$ cat src/rtl/afb_pkg.sv
package afb_pkg;

  // ==========================================================================
  // geometry
  localparam int AFB_ADDR_W = 8;
  localparam int AFB_ID_W = 3;
  localparam int AFB_WORD_W = 8;
  localparam int AFB_WORDS = 4;
  localparam int AFB_QUEUES = AFB_WORD_W * AFB_WORDS;
  localparam int AFB_IDX_W = 2;
  localparam int AFB_ID_LSB = AFB_ADDR_W - AFB_ID_W;
  localparam int AFB_WSEL_LSB = 3;
  localparam logic [AFB_IDX_W-1:0] AFB_FIRST_WORD = 2'h0;
  localparam logic [AFB_IDX_W-1:0] AFB_LAST_WORD = 2'h3;
  localparam logic [AFB_ID_W-1:0] AFB_MASTER_ID = 3'h0;
  localparam int AFB_SYNC_STAGES = 2;

  // ==========================================================================
  // apb register map
  localparam int AFB_PADDR_W = 12;
  localparam logic [AFB_PADDR_W-1:0] AFB_CTRL_OFF = 12'h000;
  localparam logic [AFB_PADDR_W-1:0] AFB_STAT_OFF = 12'h004;
  localparam int AFB_CTRL_MRST_BIT = 0;
  localparam logic AFB_CTRL_MRST_RST = 1'b1;
  localparam int AFB_STAT_POLLED_BIT = 0;
  localparam int AFB_STAT_FALL_THROUGH_SELECT_BIT = 1;
  localparam int AFB_STAT_TOKEN_BIT = 2;
  localparam int AFB_STAT_DRIVE_BIT = 3;
  localparam int AFB_STAT_IDX_LSB = 4;
  localparam int AFB_STAT_ID_LSB = 8;
  localparam int AFB_STAT_MRST_BIT = 12;

  // ==========================================================================
  // types
  typedef struct packed {
    logic polled;
    logic fall_through;
    logic [AFB_ID_W-1:0] id;
  } afb_strap_s;

  localparam int AFB_STRAP_W = $bits(afb_strap_s);

  typedef enum {AFB_WAIT, AFB_HOLD} afb_poll_e;

  // pick one status word out of the queue flag vector
  function automatic logic [AFB_WORD_W-1:0] afb_word(
    input logic [AFB_QUEUES-1:0] st,
    input logic [AFB_IDX_W-1:0] idx
  );
    return st[32'(idx) * AFB_WORD_W +: AFB_WORD_W];
  endfunction

endpackage

$ cat src/rtl/afb_flag_bus.sv
// Local design decisions: the APB interface to the registers and the address map.
`timescale 1ns/10ps
// What this block does
// - latch flag mode at master reset, high polled
// - direct: strobe selects addressed word onto bus
// - polled: words load in order from one
// - single device wraps to word one fifth
// - sync high only while word one shown
// - latch fall-through select at master reset
// - accept token from previous device input
// - pulse token out with fourth word
// - top address bits match id, rest queue
module afb_flag_bus
  import afb_pkg::*;
(
  input wire logic ref_clk_i,
  input wire logic rst_i,
  input wire logic psel,
  input wire logic penable,
  input wire logic pwrite,
  input wire logic [AFB_PADDR_W-1:0] paddr,
  input wire logic [31:0] pwdata,
  output logic [31:0] prdata,
  output logic pready,
  output logic pslverr,
  input wire logic flag_bus_mode_select_i,
  input wire logic fall_through_select_i,
  input wire logic [AFB_ID_W-1:0] device_identity_inputs_i,
  input wire logic almost_full_bus_strobe_i,
  input wire logic [AFB_ADDR_W-1:0] write_queue_address_i,
  input wire logic serial_enable_output_i,
  input wire logic almost_full_token_in_i,
  input wire logic [AFB_QUEUES-1:0] queue_status_i,
  output logic [AFB_WORD_W-1:0] almost_full_flag_bus_o,
  output logic almost_full_flag_bus_oe_o,
  output logic almost_full_bus_sync_o,
  output logic almost_full_token_out_o,
  output logic fall_through_mode_o
);

  // ==========================================================================
  // strap pins
  afb_strap_s strap_pin;
  afb_strap_s strap_sync;
  afb_strap_s strap;
  logic master_reset;

  assign strap_pin.polled = flag_bus_mode_select_i;
  assign strap_pin.fall_through = fall_through_select_i;
  assign strap_pin.id = device_identity_inputs_i;

  afb_sync #(
    .W(AFB_STRAP_W)
  ) u_strap_sync (
    .ref_clk_i(ref_clk_i),
    .rst_i(rst_i),
    .d_i(strap_pin),
    .q_o(strap_sync)
  );

  // straps follow the pins only while master reset is held
  always_ff @(posedge ref_clk_i or posedge rst_i)
  begin
    if (rst_i)
    begin
      strap <= '0;
    end
    else if (master_reset)
    begin
      strap <= strap_sync;
    end
  end

  always_ff @(posedge ref_clk_i or posedge rst_i)
  begin
    if (rst_i)
    begin
      fall_through_mode_o <= 1'b0;
    end
    else
    begin
      fall_through_mode_o <= strap.fall_through;
    end
  end

  // ==========================================================================
  // apb slave, one wait state
  logic apb_access;
  logic apb_commit;
  logic [31:0] stat_word;
  afb_poll_e poll_state;
  logic [AFB_IDX_W-1:0] word_idx;

  assign apb_access = psel && penable && !pready;
  assign apb_commit = psel && penable && pready;

  always_comb
  begin
    stat_word = '0;
    stat_word[AFB_STAT_POLLED_BIT] = strap.polled;
    stat_word[AFB_STAT_FALL_THROUGH_SELECT_BIT] = strap.fall_through;
    stat_word[AFB_STAT_TOKEN_BIT] = (poll_state == AFB_HOLD);
    stat_word[AFB_STAT_DRIVE_BIT] = almost_full_flag_bus_oe_o;
    stat_word[AFB_STAT_IDX_LSB +: AFB_IDX_W] = word_idx;
    stat_word[AFB_STAT_ID_LSB +: AFB_ID_W] = strap.id;
    stat_word[AFB_STAT_MRST_BIT] = master_reset;
  end

  always_ff @(posedge ref_clk_i or posedge rst_i)
  begin
    if (rst_i)
    begin
      pready <= 1'b0;
      prdata <= '0;
      pslverr <= 1'b0;
    end
    else if (apb_access)
    begin
      pready <= 1'b1;
      pslverr <= !(paddr == AFB_CTRL_OFF || paddr == AFB_STAT_OFF);
      if (pwrite)
      begin
        prdata <= '0;
      end
      else if (paddr == AFB_CTRL_OFF)
      begin
        prdata <= {31'h0, master_reset};
      end
      else if (paddr == AFB_STAT_OFF)
      begin
        prdata <= stat_word;
      end
      else
      begin
        prdata <= '0;
      end
    end
    else
    begin
      pready <= 1'b0;
      pslverr <= 1'b0;
    end
  end

  always_ff @(posedge ref_clk_i or posedge rst_i)
  begin
    if (rst_i)
    begin
      master_reset <= AFB_CTRL_MRST_RST;
    end
    else if (apb_commit && pwrite && paddr == AFB_CTRL_OFF)
    begin
      master_reset <= pwdata[AFB_CTRL_MRST_BIT];
    end
  end

  // ==========================================================================
  // flag bus control
  logic id_match;
  logic strobe_ok;
  logic poll_load;
  logic [AFB_IDX_W-1:0] direct_idx;

  assign id_match = write_queue_address_i[AFB_ADDR_W-1:AFB_ID_LSB] == strap.id;
  // strobe ignored until serial programming is done
  assign strobe_ok = almost_full_bus_strobe_i && !serial_enable_output_i;
  // token from the chain or one already held
  assign poll_load = (poll_state == AFB_HOLD) || almost_full_token_in_i;

  always_ff @(posedge ref_clk_i or posedge rst_i)
  begin
    if (rst_i)
    begin
      poll_state <= AFB_WAIT;
      word_idx <= AFB_FIRST_WORD;
    end
    else if (master_reset)
    begin
      poll_state <= (strap_sync.polled && strap_sync.id == AFB_MASTER_ID) ? AFB_HOLD : AFB_WAIT;
      word_idx <= AFB_FIRST_WORD;
    end
    else if (strap.polled && poll_load)
    begin
      word_idx <= word_idx + 2'h1;
      poll_state <= (word_idx == AFB_LAST_WORD) ? AFB_WAIT : AFB_HOLD;
    end
  end

  always_ff @(posedge ref_clk_i or posedge rst_i)
  begin
    if (rst_i)
    begin
      direct_idx <= AFB_FIRST_WORD;
    end
    else if (master_reset)
    begin
      direct_idx <= AFB_FIRST_WORD;
    end
    else if (!strap.polled && strobe_ok && id_match)
    begin
      direct_idx <= write_queue_address_i[AFB_WSEL_LSB +: AFB_IDX_W];
    end
  end

  always_ff @(posedge ref_clk_i or posedge rst_i)
  begin
    if (rst_i)
    begin
      almost_full_flag_bus_o <= '0;
      almost_full_flag_bus_oe_o <= 1'b0;
      almost_full_bus_sync_o <= 1'b0;
      almost_full_token_out_o <= 1'b0;
    end
    else if (master_reset)
    begin
      almost_full_flag_bus_oe_o <= 1'b0;
      almost_full_bus_sync_o <= 1'b0;
      almost_full_token_out_o <= 1'b0;
    end
    else if (strap.polled)
    begin
      almost_full_flag_bus_oe_o <= poll_load;
      almost_full_bus_sync_o <= poll_load && word_idx == AFB_FIRST_WORD;
      almost_full_token_out_o <= poll_load && word_idx == AFB_LAST_WORD;
      if (poll_load)
      begin
        almost_full_flag_bus_o <= afb_word(queue_status_i, word_idx);
      end
    end
    else
    begin
      almost_full_bus_sync_o <= 1'b0;
      almost_full_token_out_o <= 1'b0;
      if (strobe_ok)
      begin
        almost_full_flag_bus_oe_o <= id_match;
      end
      if (strobe_ok && id_match)
      begin
        almost_full_flag_bus_o <= afb_word(queue_status_i,
          write_queue_address_i[AFB_WSEL_LSB +: AFB_IDX_W]);
      end
      else
      begin
        // selected word keeps tracking live status
        almost_full_flag_bus_o <= afb_word(queue_status_i, direct_idx);
      end
    end
  end

  logic run;
  assign run = !master_reset;
endmodule

$ cat src/rtl/afb_sync.sv
`timescale 1ns/10ps
module afb_sync #(
  parameter int W = 1
) (
  input wire logic ref_clk_i,
  input wire logic rst_i,
  input wire logic [W-1:0] d_i,
  output logic [W-1:0] q_o
);

  logic [W-1:0] stage1;

  // first stage is read by the second only
  always_ff @(posedge ref_clk_i or posedge rst_i)
  begin
    if (rst_i)
    begin
      stage1 <= '0;
      q_o <= '0;
    end
    else
    begin
      stage1 <= d_i;
      q_o <= stage1;
    end
  end

endmodule

$ cat config.mk
export PLATFORM = sky130hd
export DESIGN_NAME = afb_flag_bus
export DESIGN_NICKNAME = d
export VERILOG_FILES = /design/src/rtl/afb_pkg.sv /design/src/rtl/afb_flag_bus.sv /design/src/rtl/afb_sync.sv
export SDC_FILE = /design/constraint.sdc
export NUM_CORES = 1
export LEC_CHECK = 0
export BUFFER_PORTS_ARGS = -buffer_cell sky130_fd_sc_hd__buf_2
export CAP_MARGIN = 20
export CORE_ASPECT_RATIO = 0.75
export CORE_MARGIN = 2
export CORE_UTILIZATION = 38
export CTS_CLUSTER_SIZE = 20
export DETAILED_ROUTE_END_ITERATION = 8
export GPL_TIMING_DRIVEN = 0
export PLACE_DENSITY_LB_ADDON = 0.15
export SLEW_MARGIN = 25
export SYNTH_ARGS = -nofsm -noshare
export SYNTH_HDL_FRONTEND = slang
export SYNTH_HIERARCHICAL = 1
export SYNTH_SLANG_ARGS = --single-unit
export TNS_END_PERCENT = 50
$ cat constraint.sdc
create_clock -name ref_clk_i -period 2 [get_ports ref_clk_i]
set_clock_uncertainty 0.15 [all_clocks]
set_input_delay 0.3 -clock ref_clk_i [delete_from_list [all_inputs] [get_ports ref_clk_i]]
set_output_delay 0.3 -clock ref_clk_i [all_outputs]
set_load 0.01 [all_outputs]
* Word level (Yosys, flattened, before mapping)
Index checks and enable logic that the tools add are counted.
** Storage, ports and cells
- Memories :: 0
- Logic and storage cells :: 76
- Bits in latches :: 0
- Input bits :: 97
- Register bits after elaboration :: 98
- Memory bits (read-only) :: 0
- Bits in writable memories :: 0
** Cells by class
- Magnitude comparators :: 0
- Multiply operators :: 0
- Bitwise logic cells :: 1
- Div/mod/pow operators :: 0
- Equality and inequality tests :: 5
- Shifts and indexed selects :: 3
- Mux-type cells :: 23
- Add/subtract/negate cells :: 1
- Reductions and logical operators :: 26
** Operator list (count)
- 32-bit by 6-bit variable part select with 8-bit output :: 3
- 32-bit two-way mux :: 2
- 13-bit two-way mux :: 3
- 32-bit by 2-bit == test with 1-bit output, second input constant :: 1
- 8-bit two-way mux :: 3
- 1-bit logical AND :: 13
- 12-bit by 3-bit == test with 1-bit output, second input constant :: 1
- 12-bit zero test :: 1
- 1-bit two-way mux :: 11
- 2-bit two-way mux :: 4
- 1-bit zero test :: 4
- 2-bit nonzero test :: 2
- 3-bit == test :: 1
- 3-bit zero test :: 1
- 3-bit nonzero test :: 1
- 2-bit by 1-bit adder with 2-bit output, second input constant :: 1
- 2-bit == test, second input constant :: 1
- 2-bit zero test :: 1
- 1-bit logical OR :: 2
- 2-bit by 1-bit != test with 1-bit output, second input constant :: 1
- 2-bit AND reduction :: 1
- 1-bit inverter :: 1

* Logic depth before layout (Yosys ltp)
- Depth after elaboration :: 6
- Gate-level depth with buffers :: 8
- Mapped depth without buffers :: 6

* By module
Netlist, hierarchy kept.
** Modules (own cells, without submodules)
- afb_flag_bus :: area an instance 1873.0 um^2, cells an instance 172, instances 1, seq. area each 877.1 um^2
- afb_sync :: area an instance 254.0 um^2, cells an instance 11, instances 1, seq. area each 250.2 um^2

* Worst setup path after synthesis
No wires, ideal clock.
- Kind :: register -> register
- Start :: reg strap (netlist bit stat_word[8])
- End :: reg almost_full_flag_bus_o[1]
- Stages on the path, launching flop included :: 9
- Setup time :: 104 ps
- Required time :: 1746 ps
- Arrival :: 1838 ps
- Path buffers :: 2
- Setup slack :: -92 ps
- Clock period less this slack :: 2092 ps
- Path through :: dfrtp_1 > xnor2_1 > nand4_2 > and3b_1 > a221o_1 > buf_6 > buf_12 > mux2i_1 > a221oi_1
** On the way
- Longest elaborated chain between the ends :: 4
** Ends and longest elaborated chain
- from (decl) :: line afb_flag_bus.sv:45 : afb_strap_s strap;
- from (signal assigned) :: line afb_flag_bus.sv:70 : strap <= strap_sync;
- 3-bit == test :: line afb_flag_bus.sv:164 : assign id_match = write_queue_address_i[AFB_ADDR_W-1:AFB_ID_LSB] == strap.id;
- 1-bit logical AND :: line afb_flag_bus.sv:238 : if (strobe_ok && id_match)
- 8-bit two-way mux :: line afb_flag_bus.sv:238
- 8-bit two-way mux :: line afb_flag_bus.sv:220 : else if (strap.polled)
- to (signal assigned) :: line afb_flag_bus.sv:227 : almost_full_flag_bus_o <= afb_word(queue_status_i, word_idx);
- to (signal assigned) :: line afb_flag_bus.sv:240 : almost_full_flag_bus_o <= afb_word(queue_status_i,
- to (signal assigned) :: line afb_flag_bus.sv:246 : almost_full_flag_bus_o <= afb_word(queue_status_i, direct_idx);
- to (decl) :: line afb_flag_bus.sv:34 : output logic [AFB_WORD_W-1:0] almost_full_flag_bus_o,
Every way passes these cells.
A chain may end at the register's enable or synchronous reset.

* Final worst setup path
- Start :: reg strap (netlist bit stat_word[8])
- End :: reg almost_full_flag_bus_o[3]
Same word-level chain as after synthesis.

==> results.cfg <==
[routing]
vias = 1734
wirelength_um = 4780
drc = 0
drt_iter0_drc = 57
wl_per_cell_um = 12.4
postRouteAntennaNets = 0
viasPerCell = 4.49
drt_pass1_iterations = 4

[global_routing]
grt_first_pass_wirelength_um = 7300
grt.met1_usage_pct = 20.2
globalRouteMet3Util_pct = 5.65
antenna_found_initial = 0
grt_max_degree = 36
gr-total-overflow = 0
grt.total_usage_pct = 15.4
grt_util_met2_pct = 24.1
grt_pass1_vias = 1507
grt-busiest-layer = met2

[synth]
synth_flop_cell = dfrtp_1
ys_seq_area_share_pct = 53.0
synth_area_um2 = 2130
synth-seq-cells = 45
ys_warn_count = 6
syn_inst = 183
yosysUniqueCellTypes = 38
synth_edf_count = 0
async_flop_share_pct = 100
avgSynthCellArea_um2 = 11.6

[place]
dp_worst_setup_slack_ns = -0.477
place_area_um2 = 2730
gp_congestion = 0.749
hpwlAfterDp_um = 3480
portBuffers = 86

[floorplan]
dieArea_um2 = 6220
row_count = 23
die_h_um = 68.8
coreArea_um2 = 5380
die_w_um = 90.4
start_util_pct = 39.5
ioPinCount = 143

[critical_path]
crit_slowest_cell = dfrtp_1
start_kind = flip-flop
crit_family = compound AO/OA/AOI/OAI gates
required_ns = 2.06
cp.buffers_inverters = 2
critPathKind = reg -> reg
crit_arrival_ns = 2.17
cp_max_fo = 5
cp_cell_sequence = xnor2_1, nand4_2, and3b_1, a221o_1, buf_6, clkbuf_16, mux2i_1, a221oi_1
crit_path_end_kind = flip-flop
worst_path_largest_cell_delay_ns = 0.41

[timing]
max_freq_mhz = 474
hold_violations = 0
tightest_slew_ns = 0.730
final.period_utilization_pct = 106
rsz0062_at_grt = yes
slew_viol_final = 0
finalSetupViolCount = 8
min_period_ns = 2.11
relSlewSlack_pct = 51.2
setup_ws_ns = -0.111

[pwr]
pwr-share-clk_pct = 31.3
p_leak_nw = 1.62
switching_share_pct = 26.8
seq_power_share_pct = 45.0
combPwrFrac_pct = 23.6
internal_power_mw = 1.64
switchingPower_mw = 0.601
ir_worst_vdd_uv = 445
powerDensity_nw_per_um2 = 731

[cells_and_area]
layout_common_cells = buf_2 (87), dfrtp_1 (44), buf_4 (26)
final_cell_area_um2 = 3070
final_nets = 409
fillers = 492
area_growth_syn_to_layout_pct = 44.1
diodes = 0
final_common_cell = buf_2
drive_above_1_share_pct = 47.3
fin_util_pct = 57.0

[clock_network]
cts-root-to-sink-buffers = 2
clk_pin_slew_ns = 0.09
cts_root_buffer = clkbuf_8
cts_sinks = 45
cts_tree = done
htreeDepth = 2
numCtsBuffers = 5
clk_latency_ns = 0.31

[outcome]
status = complete, but fails checks
violations = negative setup slack

[flow_run]
maxCapViolCount = 0

[worst_hold_path]
hold_path.class = in -> reg
[metrics by stage]
step | hold WS [ns] | instances | power [mW] | TNS [ns]
after floorplan | -0.00982 | 204 | 1.31 | -0.447
after global placement | 0.135 | 365 | 1.46 | -3.62
after detailed placement | 0.147 | 365 | 1.46 | -3.93
after CTS | 0.0626 | 381 | 2.18 | -1.18
after global routing | 0.0723 | 386 | 2.37 | -1.76
final | 0.0794 | 386 | 2.24 | -0.772
[kinds of logic after synthesis]
family,Yosys count,synth area share (%)
buf+inv,37,11.6
xor+xnor,4,1.65
fa+ha+maj,2,1.18
flops,45,53.0
compound gates,34,12.3
simple gates,37,9.00
other cells,1,0.176
mux,23,11.1
[area by class of cell]
type,instances,area [um^2],share of cell area [%]
inverter,7,26.3,0.857
timing repair buffer,99,586,19.1
clock inverter,3,46.3,1.51
sequential,45,1130,36.8
tap,75,93.8,3.06
multi-input combinational,122,895,29.2
clock buffer,5,68.8,2.24
buffer,30,223,7.27
[worst reg2reg max path: cells and delay by family (launching register included)]
kind,cells,cell delay (ns)
multiplexers,1,0.11
AO/OA/AOI/OAI,2,0.51
flip-flops,1,0.41
AND/OR/NAND/NOR,2,0.35
XOR/XNOR,1,0.19
buffers and inverters,2,0.31
[synth_stat cells (2+ instances only)]
library cell / number / share of area, %
ha_1: 2 / 1.2
mux2i_1: 18 / 8.5
buf_4: 22 / 7.8
nand3_1: 2 / 0.47
a22o_1: 8 / 3.3
nor3_1: 2 / 0.47
dfrtp_1: 44 / 52
o41ai_1: 2 / 0.82
a221oi_1: 8 / 3.3
nor2b_1: 2 / 0.59
inv_1: 7 / 1.2
a21oi_1: 5 / 1.2
nand2_1: 7 / 1.2
mux2_2: 5 / 2.6
xnor2_1: 4 / 1.6
clkbuf_1: 5 / 0.88
o21ai_0: 4 / 0.94
and2_1: 3 / 0.88
nor2_1: 13 / 2.3
nor4_1: 2 / 0.59
[registers in the layout, indices dropped and copies added, names as in the netlist]
register,flops
fall_through_mode_o,1
poll_state,1
master_reset,1
word_idx,2
almost_full_flag_bus_o,8
almost_full_token_out_o,1
u_strap_sync/stage1,5
almost_full_bus_sync_o,1
pslverr,1
stat_word,5
almost_full_flag_bus_oe_o,1
direct_idx,2
prdata,10
pready,1
u_strap_sync/q_o,5
[routing by layer]
layer / wire length [um] / vias up
met1: 2130 / 800
li1: - / 863
met5: 0 / -
met3: 352 / 6
met2: 2240 / 65
met4: 60 / 0
[path summary, 6_finish.rpt]
kind	slack [ns]	endpoint	startpoint	cells after the start
worst min-delay path	0.08	master_reset$_DFFE_PP1P_	pwdata[0]	2
worst min register to register	0.20	u_strap_sync/q_o[2]$_DFF_PP0_	u_strap_sync/stage1[2]$_DFF_PP0_	0
max in group asynchronous	0.71	almost_full_flag_bus_o[6]$_DFFE_PP0P_	rst_i	3
worst max register to register	-0.11	almost_full_flag_bus_o[3]$_DFFE_PP0P_	stat_word[8]$_DFFE_PP0P_	8
min in group asynchronous	0.36	u_strap_sync/stage1[3]$_DFF_PP0_	rst_i	3
worst max-delay path	-0.11	almost_full_flag_bus_o[3]$_DFFE_PP0P_	stat_word[8]$_DFFE_PP0P_	8
[timing repair]
| action | in CTS | in global routing |
|---|---|---|
| gates cloned | 0 | 1 |
| pin swaps | 5 | 6 |
| resized for setup | 4 | 10 |
| hold buffers | 6 | 0 |
| buffers inserted | 2 | 4 |
| endpoints found under the hold margin | 31 | 0 |
| endpoints found under the setup margin | 9 | 18 |
[power by group through the flow]
stage | clock [mW] | combinational [mW] | sequential [mW]
finish | 0.702 | 0.529 | 1.01
detailed placement | 0 | 0.435 | 1.03
global placement | 0 | 0.429 | 1.03
floorplan | 0 | 0.260 | 1.05
CTS | 0.727 | 0.448 | 1.01
global route | 0.770 | 0.581 | 1.02
Power figures use the tool's default switching activity.
